$ cat src/scd_pkg.sv
// Purpose: Shared constants and types for the system clock select and divide block.
// Assumes: One APB clock; the source clock is the APB clock itself.
// Notes: Register offsets and field positions are used by the block and its bench.
package scd_pkg;

	// ----------------------------------------
	// Register map
	// ----------------------------------------
	localparam int ADDR_W = 8;
	localparam logic [7:0] OFF_DIV_CTRL = 8'h00;
	localparam logic [7:0] OFF_SLEEP_CTRL = 8'h04;
	localparam logic [7:0] OFF_STATUS = 8'h08;

	// ----------------------------------------
	// Field layout and reset values
	// ----------------------------------------
	localparam int DIV_EN_BIT = 7;
	localparam int FACTOR_W = 7;
	localparam int MODE_W = 3;
	localparam logic DIV_EN_RESET = 1'b0;
	localparam logic [6:0] FACTOR_RESET = 7'h00;
	localparam logic [2:0] MODE_RESET = 3'h0;
	// Status word: [2:0] state, [5:3] source class, [6] long delay, [7] divide applied
	localparam int STAT_STATE_LSB = 0;
	localparam int STAT_SRC_LSB = 3;
	localparam int STAT_LONG_BIT = 6;
	localparam int STAT_DIV_BIT = 7;

	// ----------------------------------------
	// Divider: period is 129 minus the factor, reload holds period minus one
	// ----------------------------------------
	localparam logic [7:0] DIV_RELOAD_BASE = 8'h80;
	localparam logic [6:0] FACTOR_FASTEST = 7'h7F;

	// ----------------------------------------
	// Sleep mode codes
	// ----------------------------------------
	localparam logic [2:0] MODE_IDLE = 3'h0;
	localparam logic [2:0] MODE_ADC_NR = 3'h1;
	localparam logic [2:0] MODE_PWR_DOWN = 3'h2;
	localparam logic [2:0] MODE_PWR_SAVE = 3'h3;
	localparam logic [2:0] MODE_STANDBY = 3'h6;
	localparam logic [2:0] MODE_EXT_STANDBY = 3'h7;

	// ----------------------------------------
	// Source select fuse codes (stored value, 1 = unprogrammed)
	// ----------------------------------------
	localparam logic [3:0] FUSE_EXT_CLK = 4'h0;
	localparam logic [3:0] FUSE_INT_RC_TOP = 4'h4;
	localparam logic [3:0] FUSE_EXT_RC_TOP = 4'h8;
	localparam logic [3:0] FUSE_LF_XTAL = 4'h9;

	// ----------------------------------------
	// Timing counts
	// ----------------------------------------
	localparam int RESET_SHORT_CYCLES = 4096;
	localparam int RESET_LONG_CYCLES = 65536;
	localparam int OSC_START_CYCLES = 1024;
	localparam int FUSE_SETTLE_CYCLES = 3;
	localparam int CNT_W = 17;

	// ----------------------------------------
	// Types
	// ----------------------------------------
	typedef enum logic [2:0] {SRC_EXT_CLK, SRC_INT_RC, SRC_EXT_RC, SRC_LF_XTAL, SRC_XTAL}
		scd_source_type;
	typedef enum logic [2:0] {ST_FUSE, ST_RESET_DELAY, ST_OSC_START, ST_RUN, ST_SLEEP}
		scd_state_type;
	typedef struct packed {
		logic core;
		logic periph;
		logic flash;
		logic conv;
	} scd_domain_type;

endpackage

$ cat src/scd_divider.sv
// Purpose: Source clock divider producing a one-cycle tick per divided period.
// Assumes: Setting inputs come from registers on the same clock.
// Notes: A new setting is taken only at a period boundary.
`timescale 1ns/1ps
module scd_divider
#(
	parameter int FACTOR_W = 7
)
(
	// Clock and reset
	input wire logic pclk,
	input wire logic presetn,
	// Requested setting
	input wire logic div_on,
	input wire logic [FACTOR_W-1:0] div_factor,
	// Divided tick and setting in force
	output logic tick,
	output logic applied_on
);
	import scd_pkg::*;

	logic [FACTOR_W:0] count; // Cycles left in this period
	logic [FACTOR_W:0] next_count;
	logic next_tick;
	logic next_on;
	logic [FACTOR_W-1:0] applied_factor; // Factor of the period in progress
	logic [FACTOR_W-1:0] next_factor;

	// ----------------------------------------
	// Period counter
	// ----------------------------------------
	// Reload only at zero so no period is ever cut short
	always_comb
	begin
		next_count = count - 1'b1;
		next_tick = 1'b0;
		next_on = applied_on;
		next_factor = applied_factor;
		if (count == '0)
		begin
			next_tick = 1'b1;
			next_on = div_on;
			next_factor = div_factor;
			// Divided period is 129 minus factor; undivided ticks every cycle
			next_count = div_on ? (DIV_RELOAD_BASE - {1'b0, div_factor}) : '0;
		end
	end

	// Registers
	always_ff @(posedge pclk or negedge presetn)
	begin
		if (!presetn)
		begin
			count <= '0;
			tick <= 1'b0;
			applied_on <= 1'b0;
			applied_factor <= '0;
		end
		else
		begin
			count <= next_count;
			tick <= next_tick;
			applied_on <= next_on;
			applied_factor <= next_factor;
		end
	end
endmodule

$ cat src/scd_clock_ctrl.sv
// Purpose: Clock source decode, start-up timing, divider and domain gating.
// Assumes: pclk is the selected source clock; fuses and pins are asynchronous.
// Notes: Domain clocks leave as one-cycle enables for glitch-free gating cells.
//
// Summary of operation
// - Decode source kind from 4-bit fuse code
// - Fuse bit one unprogrammed, zero programmed
// - Wake from deep sleep waits oscillator start
// - Reset adds extra settling delay before running
// - Reset delay counted on watchdog oscillator
// - Reset delay is 4096 or 65536 cycles
// - Software divides source by 2 to 129
// - Enable bit divides core, peripheral, converter, flash
// - Enable bit writable while running
// - Sleep mode chooses which clocks stop
// - Stopped core clock halts all core activity
// - Async interrupt detect works without peripheral clock
// - Two-wire address match async when stopped
// - Flash clock gated with core clock
// - Async timer clock runs during sleep except power-down and standby
// - Converter clock runs in noise reduction
// - Divided frequency is source over 129-d
// - Factor field changes only while disabled
// - Setting enable takes same-write factor
// - Clearing enable discards same-write factor
//
// The implementer's own choices: the address map and the APB register port.
`timescale 1ns/1ps
module scd_clock_ctrl
#(
	parameter int RESET_SHORT = scd_pkg::RESET_SHORT_CYCLES,
	parameter int RESET_LONG = scd_pkg::RESET_LONG_CYCLES,
	parameter int OSC_START = scd_pkg::OSC_START_CYCLES
)
(
	// APB slave
	input wire logic pclk,
	input wire logic presetn,
	input wire logic psel,
	input wire logic penable,
	input wire logic pwrite,
	input wire logic [scd_pkg::ADDR_W-1:0] paddr,
	input wire logic [31:0] pwdata,
	output logic [31:0] prdata,
	output logic pready,
	output logic pslverr,
	// Fuses and pins (asynchronous)
	input wire logic [3:0] source_select_fuses,
	input wire logic reset_delay_fuse,
	input wire logic watchdog_oscillator,
	input wire logic wake_event,
	// Core request (same clock)
	input wire logic sleep_request,
	// Domain clock enables and status
	output scd_pkg::scd_domain_type clk_en,
	output logic async_timer_clock_run,
	output logic async_detect_en,
	output logic cpu_run,
	output scd_pkg::scd_source_type source_class
);
	import scd_pkg::*;

	// ----------------------------------------
	// Declarations
	// ----------------------------------------
	logic [6:0] pin_meta; // First synchroniser stage only
	logic [6:0] pin_sync; // Safe copies of the pins
	logic wd_last; // Previous watchdog level for edge find
	logic wd_edge;
	logic div_en; // Enable bit of clock_divide_control
	logic next_div_en;
	logic [FACTOR_W-1:0] factor; // Stored divide factor
	logic [FACTOR_W-1:0] next_factor;
	logic [MODE_W-1:0] mode; // Sleep mode selection
	logic [MODE_W-1:0] next_mode;
	logic [31:0] next_prdata;
	logic next_pready;
	logic next_pslverr;
	logic setup_phase;
	logic wr_take;
	scd_state_type state;
	scd_state_type next_state;
	logic [CNT_W-1:0] cnt; // Shared start-up counter
	logic [CNT_W-1:0] next_cnt;
	logic [CNT_W-1:0] delay_last;
	logic [3:0] fuse_cap; // Fuses caught after reset
	logic [3:0] next_fuse_cap;
	logic long_cap; // Long reset delay chosen
	logic next_long_cap;
	logic deep_mode;
	logic div_tick;
	logic div_applied;
	scd_domain_type next_dom;
	scd_domain_type next_clk_en;
	logic next_asy;
	scd_source_type next_source;

	// ----------------------------------------
	// Pin synchronisers
	// ----------------------------------------
	// Two flops on every pin; the edge finder looks only at the second
	always_ff @(posedge pclk or negedge presetn)
	begin
		if (!presetn)
		begin
			pin_meta <= '0;
			pin_sync <= '0;
			wd_last <= 1'b0;
		end
		else
		begin
			pin_meta <= {watchdog_oscillator, wake_event, reset_delay_fuse, source_select_fuses};
			pin_sync <= pin_meta;
			wd_last <= pin_sync[6];
		end
	end

	assign wd_edge = pin_sync[6] & ~wd_last;

	// ----------------------------------------
	// APB registers
	// ----------------------------------------
	assign setup_phase = psel & ~penable;
	assign wr_take = psel & penable & pready & pwrite;

	// One wait-free access cycle; read data latched in setup
	always_comb
	begin
		next_div_en = div_en;
		next_factor = factor;
		next_mode = mode;
		next_pready = setup_phase;
		next_prdata = prdata;
		next_pslverr = 1'b0;
		if (setup_phase)
		begin
			next_prdata = '0;
			if (paddr == OFF_DIV_CTRL)
				next_prdata = {24'h0, div_en, factor};
			else if (paddr == OFF_SLEEP_CTRL)
				next_prdata = {29'h0, mode};
			else if (paddr == OFF_STATUS)
				next_prdata = {24'h0, div_applied, long_cap, source_class, state};
			else
				// Unmapped offsets answer with an error
				next_pslverr = 1'b1;
		end
		if (wr_take && paddr == OFF_DIV_CTRL)
		begin
			// Enable may change at any time, also while running
			if (pwdata[DIV_EN_BIT])
			begin
				// Factor is written only when enable goes from zero
				if (!div_en)
					next_factor = pwdata[FACTOR_W-1:0];
				next_div_en = 1'b1;
			end
			else
				// Clearing keeps the old factor
				next_div_en = 1'b0;
		end
		if (wr_take && paddr == OFF_SLEEP_CTRL)
			next_mode = pwdata[MODE_W-1:0];
	end

	// Registers of the bus group
	always_ff @(posedge pclk or negedge presetn)
	begin
		if (!presetn)
		begin
			div_en <= DIV_EN_RESET;
			factor <= FACTOR_RESET;
			mode <= MODE_RESET;
			prdata <= '0;
			pready <= 1'b0;
			pslverr <= 1'b0;
		end
		else
		begin
			div_en <= next_div_en;
			factor <= next_factor;
			mode <= next_mode;
			prdata <= next_prdata;
			pready <= next_pready;
			pslverr <= next_pslverr;
		end
	end

	// ----------------------------------------
	// Divider
	// ----------------------------------------
	// Software trades speed for power by dividing 2 to 129
	scd_divider #(.FACTOR_W(FACTOR_W)) u_divider
	(
		.pclk(pclk),
		.presetn(presetn),
		.div_on(div_en),
		.div_factor(factor),
		.tick(div_tick),
		.applied_on(div_applied)
	);

	// ----------------------------------------
	// Start-up and sleep sequencer
	// ----------------------------------------
	// Deep modes stop the oscillator, so wake must re-time its start
	assign deep_mode = (mode == MODE_PWR_DOWN) || (mode == MODE_PWR_SAVE);
	// Programmed long-delay fuse reads zero
	assign delay_last = long_cap ? CNT_W'(RESET_LONG - 1) : CNT_W'(RESET_SHORT - 1);

	always_comb
	begin
		next_state = state;
		next_cnt = cnt;
		next_fuse_cap = fuse_cap;
		next_long_cap = long_cap;
		unique case (state)
			ST_FUSE:
			begin
				// Let the fuse synchronisers fill before catching them
				next_cnt = cnt + 1'b1;
				if (cnt == CNT_W'(FUSE_SETTLE_CYCLES - 1))
				begin
					next_fuse_cap = pin_sync[3:0];
					next_long_cap = ~pin_sync[4];
					next_cnt = '0;
					next_state = ST_RESET_DELAY;
				end
			end
			ST_RESET_DELAY:
			begin
				// Settling time counts watchdog edges, not source cycles
				if (wd_edge)
				begin
					next_cnt = cnt + 1'b1;
					if (cnt == delay_last)
					begin
						next_cnt = '0;
						next_state = ST_OSC_START;
					end
				end
			end
			ST_OSC_START:
			begin
				// Source clock itself times the oscillator start
				next_cnt = cnt + 1'b1;
				if (cnt == CNT_W'(OSC_START - 1))
				begin
					next_cnt = '0;
					next_state = ST_RUN;
				end
			end
			ST_RUN:
			begin
				if (sleep_request)
					next_state = ST_SLEEP;
			end
			ST_SLEEP:
			begin
				// Light modes keep the oscillator, so resume at once
				if (pin_sync[5])
					next_state = deep_mode ? ST_OSC_START : ST_RUN;
			end
		endcase
	end

	// Sequencer registers
	always_ff @(posedge pclk or negedge presetn)
	begin
		if (!presetn)
		begin
			state <= ST_FUSE;
			cnt <= '0;
			fuse_cap <= '0;
			long_cap <= 1'b0;
		end
		else
		begin
			state <= next_state;
			cnt <= next_cnt;
			fuse_cap <= next_fuse_cap;
			long_cap <= next_long_cap;
		end
	end

	// ----------------------------------------
	// Domain gating and outputs
	// ----------------------------------------
	// Source kind from the caught fuse code
	always_comb
	begin
		if (fuse_cap == FUSE_EXT_CLK)
			next_source = SRC_EXT_CLK;
		else if (fuse_cap <= FUSE_INT_RC_TOP)
			next_source = SRC_INT_RC;
		else if (fuse_cap <= FUSE_EXT_RC_TOP)
			next_source = SRC_EXT_RC;
		else if (fuse_cap == FUSE_LF_XTAL)
			next_source = SRC_LF_XTAL;
		else
			next_source = SRC_XTAL;
	end

	// Active sleep mode picks which domains stop
	always_comb
	begin
		next_dom = '0;
		next_asy = 1'b1;
		if (state == ST_RUN)
			next_dom = '1;
		else if (state == ST_SLEEP)
		begin
			case (mode)
				MODE_IDLE:
				begin
					next_dom.periph = 1'b1;
					next_dom.conv = 1'b1;
				end
				// Converter keeps running while digital noise is quiet
				MODE_ADC_NR:
					next_dom.conv = 1'b1;
				// Asynchronous timer survives the saving modes
				MODE_PWR_DOWN, MODE_STANDBY:
					next_asy = 1'b0;
				MODE_PWR_SAVE, MODE_EXT_STANDBY:
					next_asy = 1'b1;
				// Reserved codes behave as idle
				default:
				begin
					next_dom.periph = 1'b1;
					next_dom.conv = 1'b1;
				end
			endcase
		end
		// Flash follows core so fetches never see a half-clocked core
		next_dom.flash = next_dom.core;
		// Every divided domain pulses only on the divider tick
		next_clk_en = scd_domain_type'(next_dom & {4{div_tick}});
	end

	// Output registers
	always_ff @(posedge pclk or negedge presetn)
	begin
		if (!presetn)
		begin
			clk_en <= '0;
			async_timer_clock_run <= 1'b1;
			async_detect_en <= 1'b1;
			cpu_run <= 1'b0;
			source_class <= SRC_EXT_CLK;
		end
		else
		begin
			clk_en <= next_clk_en;
			async_timer_clock_run <= next_asy;
			// Async edge and address detect take over with no peripheral clock
			async_detect_en <= ~next_dom.periph;
			// Core halts register file, status and stack with its clock
			cpu_run <= next_dom.core;
			source_class <= next_source;
		end
	end
endmodule

$ cat config.mk
export PLATFORM = sky130hd
export DESIGN_NAME = scd_clock_ctrl
export DESIGN_NICKNAME = d
export VERILOG_FILES = /design/src/scd_pkg.sv /design/src/scd_divider.sv /design/src/scd_clock_ctrl.sv
export SDC_FILE = /design/constraint.sdc
export NUM_CORES = 1
export LEC_CHECK = 0
export ABC_AREA = 1
export ABC_CLOCK_PERIOD_IN_PS = 3800
export BUFFER_PORTS_ARGS = -buffer_cell sky130_fd_sc_hd__buf_2
export CAP_MARGIN = 20
export CORE_ASPECT_RATIO = 1.2
export CORE_MARGIN = 8
export CORE_UTILIZATION = 25
export DETAILED_ROUTE_END_ITERATION = 10
export PLACE_DENSITY = 0.43
export SLEW_MARGIN = 20
export SYNTH_ARGS = -nofsm -noshare
export SYNTH_HDL_FRONTEND = slang
export SYNTH_SLANG_ARGS = --single-unit
export TNS_END_PERCENT = 50
$ cat constraint.sdc
create_clock -name pclk -period 3.8 [get_ports pclk]
set_input_delay 0.76 -clock pclk [delete_from_list [all_inputs] [get_ports pclk]]
set_output_delay 0.76 -clock pclk [all_outputs]
set_load 0.1 [all_outputs]
==> results by group <==
Power and ir drop
  – Post-route total power: 3.18 mW
  – Sequential share of power: 0.353
  – Combinational group share of total power: 0.360
  – Maximum vdd drop: 0.000344 V
  – P_int: 1.79 mW
  – Clock Power Share: 0.286
  – Switching portion of total power: 0.437
  – Sw power: 1.39 mW
  – Leak Pwr: 2.33 nW
  – Pwr/cell area: 668 nW/um^2

Floorplan
  – FP Rows: 51
  – Die Span X: 133 um
  – I/O pin count: 97
  – Total die area: 20800 sq um
  – CORE AREA: 16200 sq um
  – Starting density of the core: 0.254
  – Die Ht: 157 um

Synthesis
  – Warnings from Yosys: 0
  – #FFs+latches synth: 80
  – Synth Cell Area: 4120 sq um
  – Synth Flop Type: dfrtp_1
  – Async set-reset flop share out of synthesis: 1.00
  – Number of synthesized flops with an enable pin: 0
  – Sequential share of the synthesized area: 0.487
  – Mapped Cells: 499
  – Mean area per synthesized cell: 8.25 sq um
  – Number of library cell types mapped by synthesis: 36

STA
  – Unrepaired setup endpoints after global routing: no
  – Post-Route Setup TNS: 0 ps
  – F_max: 444 MHz
  – Hold Fails Final Rpt: 0
  – Final setup violation count: 0
  – Fin crit period: 2250 ps
  – Fin. max-slew vios: 0
  – Final Skew: 8.27 ps
  – Final period util: 0.592
  – Fin Hold WS: 347 ps
  – Least-Margin Pin Slew: 867 ps
  – Max-slew headroom: 0.422

Setup path
  – Crit Path Class: reg -> reg
  – CP Cell Sequence: inv_1 -> nand3_1 -> nand2_2 -> o21ai_2 -> inv_2 -> nand2_2 -> nor2_1 -> nand2_1 -> nand2_1
  – Critical R2R Launch: state[2]$_DFFE_PN0P_
  – CP max FO: 20
  – CP startpoint: state[2]$_DFFE_PN0P_
  – Crit path max-delay cell type: o21ai_2
  – Worst EP required: 4040 ps
  – Worst Path Arrival: 2490 ps
  – CP peak stage delay: 680 ps
  – CP endpoint kind: flop
  – R2r setup slk: 1550 ps
  – Worst Setup Start Kind: flop
  – Delay-heaviest family, CP: simple AND/OR/NAND/NOR gates
  – Worst Path Buf+Inv: 2

Clock network
  – Clock sink count: 80
  – Post-CTS Hold Fix Bufs: 0
  – Clk_lat worst skew: 340 ps
  – Clock transition at path regs: 70 ps
  – Post-CTS Resized: 0
  – Htree depth: 3
  – CTS Buf Count: 9
  – Clock tree buffer depth: 2
  – TritonCTS clock tree: built
  – CTS root buffer: clkbuf_16
  – Post CTS Setup Buffer Count: 0

Routing
  – Vias: 3151
  – DRT antenna net count: 0
  – DRT iter0 DRCs: 131
  – First-pass DRT Iterations: 4
  – DR vias/cell: 4.13
  – WL final: 9.55 mm
  – DRC: 0
  – Wire per inst: 12.5 um

Finish
  – Fraction of layout cells with a size suffix above 1: 0.165
  – Multi-input gate area: 1730 sq um
  – FF/Latch Area: 2000 sq um
  – Final Net Count: 603
  – Layout area overhead: 15.6%
  – # diodes: 0
  – Design Area, Final: 4760 sq um
  – Fill count: 1770

Placement
  – RD Place Congestion: 0.769
  – DPL Wire Length: 7.06 mm
  – Area after DPL: 4450 sq um
  – I/O Buffers: 48

Worst hold path
  – Hold Startpoint: pin_meta[5]$_DFF_PN0_
  – Hold Path Class: reg -> reg

GRT
  – Number of global-route vias before repair: 3275
  – Initial antenna violation count: 0
  – Largest net degree at the start of global routing: 81
  – First-pass GRT wire length: 16.2 mm
  – GRT Total Usage: 0.0976
  – Grt ovf: 0

Run
  – Max-Cap Viols: 0

Outcome
  – Status: complete, no violations
[logic make-up (layout without fill, tap and decap cells)]
kind of cell / count (synthesis) / count (layout) / synth area share
other: 1 / 24 / 0.000911
buffers and inverters: 89 / 118 / 0.114
AND/OR/NAND/NOR: 249 / 249 / 0.272
XOR/XNOR: 19 / 19 / 0.0404
flip-flops: 80 / 80 / 0.487
adder cells (fa/ha/maj): 4 / 4 / 0.0122
AO/OA/AOI/OAI: 57 / 57 / 0.0736
[registers in the layout, indices dropped and copies added, names as in the netlist, 4 cells and up]
| name | cells |
|---|---|
| pin_meta | 7 |
| pin_sync | 7 |
| cnt | 17 |
| u_divider.count | 8 |
| factor | 7 |
| prdata | 8 |
| fuse_cap | 4 |
[cell type report]
class,count,share of cell area
repair buffers,48,0.0518
clock inverters,7,0.0174
flip-flops and latches,80,0.421
clock buffers,9,0.0473
inverters,54,0.0426
well taps,212,0.0558
multi-input cells,353,0.364
[path summary, 6_finish.rpt]
check | endpoint | cells after the start
worst max-delay path | cnt[13]$_DFFE_PN0P_ | 9
worst min-delay path | pin_sync[5]$_DFF_PN0_ | 0
worst max register to register | cnt[13]$_DFFE_PN0P_ | 9
worst min register to register | pin_sync[5]$_DFF_PN0_ | 0
max in group asynchronous | clk_en[3]$_DFF_PN0_ | 1
min in group asynchronous | clk_en[2]$_DFF_PN0_ | 1
[per-stage QoR]
stage / worst slack (ps) / util / instances
6_report: 1550 / 0.294 / 763
5_1_grt: 1250 / 0.294 / 763
4_1_cts: 1510 / 0.293 / 763
3_5_place_dp: 1510 / 0.274 / 747
3_3_place_gp: 1540 / 0.274 / 747
2_1_floorplan: 1720 / - / 522
[worst reg2reg max path, cell delays in order, from the launching register on]
cell and delay (ps):
dfrtp_1 540, inv_1 100, nand3_1 120, nand2_2 100
o21ai_2 680, inv_2 120, nand2_2 270, nor2_1 90
nand2_1 80, nand2_1 50
[metal layers]
layer,share of wire,vias up,GRT usage,wire (um)
met5,0,-,0,0
met4,0.015,0,0.0402,139
met3,0.053,9,0.0308,511
met2,0.48,64,0.159,4620
met1,0.45,1454,0.117,4280
li1,-,1624,-,-
[power groups by stage]
stage                     clock [mW]  sequential [mW]  combinational [mW]
final                          0.910             1.12                1.14
after CTS                      0.949             1.12                1.17
after detailed placement           0             1.14                1.17
after global placement             0             1.13                1.15
after global routing           0.976             1.14                1.28
after floorplan                    0             1.33               0.799
[placed cells by master, fill, tap and decap left out, types with 2 or more instances in the layout]
cell type   count
nand2_4         2
nand3b_1        2
inv_1          51
a21oi_1        17
inv_6           3
clkbuf_16       9
nor2_2          8
inv_2           3
dfrtp_1        78
nand4_1         8
nor3_1          8
buf_2          47
o21a_1          2
dfstp_2         2
ha_1            4
nand3_1        28
clkinvlp_4      2
nor3_4          2
xnor2_1         7
nor2_1         58
conb_1         24
xor2_1         12
o21ai_1         8
o21ai_0        25
nand2_1       123
nand2_2         5
[synth_stat cells (2+ instances only)]
library cell | count | area, sq um
a21oi_1 | 17 | 85.1
buf_2 | 2 | 10.0
buf_4 | 29 | 218
buf_6 | 3 | 33.8
dfrtp_1 | 78 | 1950
dfstp_2 | 2 | 52.6
ha_1 | 4 | 50.1
inv_1 | 51 | 191
inv_2 | 3 | 11.3
nand2_1 | 123 | 462
nand2_2 | 5 | 31.3
nand2_4 | 2 | 22.5
nand3_1 | 28 | 140
nand3b_1 | 2 | 15.0
nand4_1 | 8 | 50.1
nor2_1 | 58 | 218
nor2_2 | 8 | 50.1
nor3_1 | 8 | 40.0
nor3_4 | 2 | 32.5
o21a_1 | 2 | 15.0
o21ai_0 | 25 | 125
o21ai_1 | 8 | 40.0
xnor2_1 | 7 | 61.3
xor2_1 | 12 | 105
No activity file was read; power rests on OpenSTA's default activity.
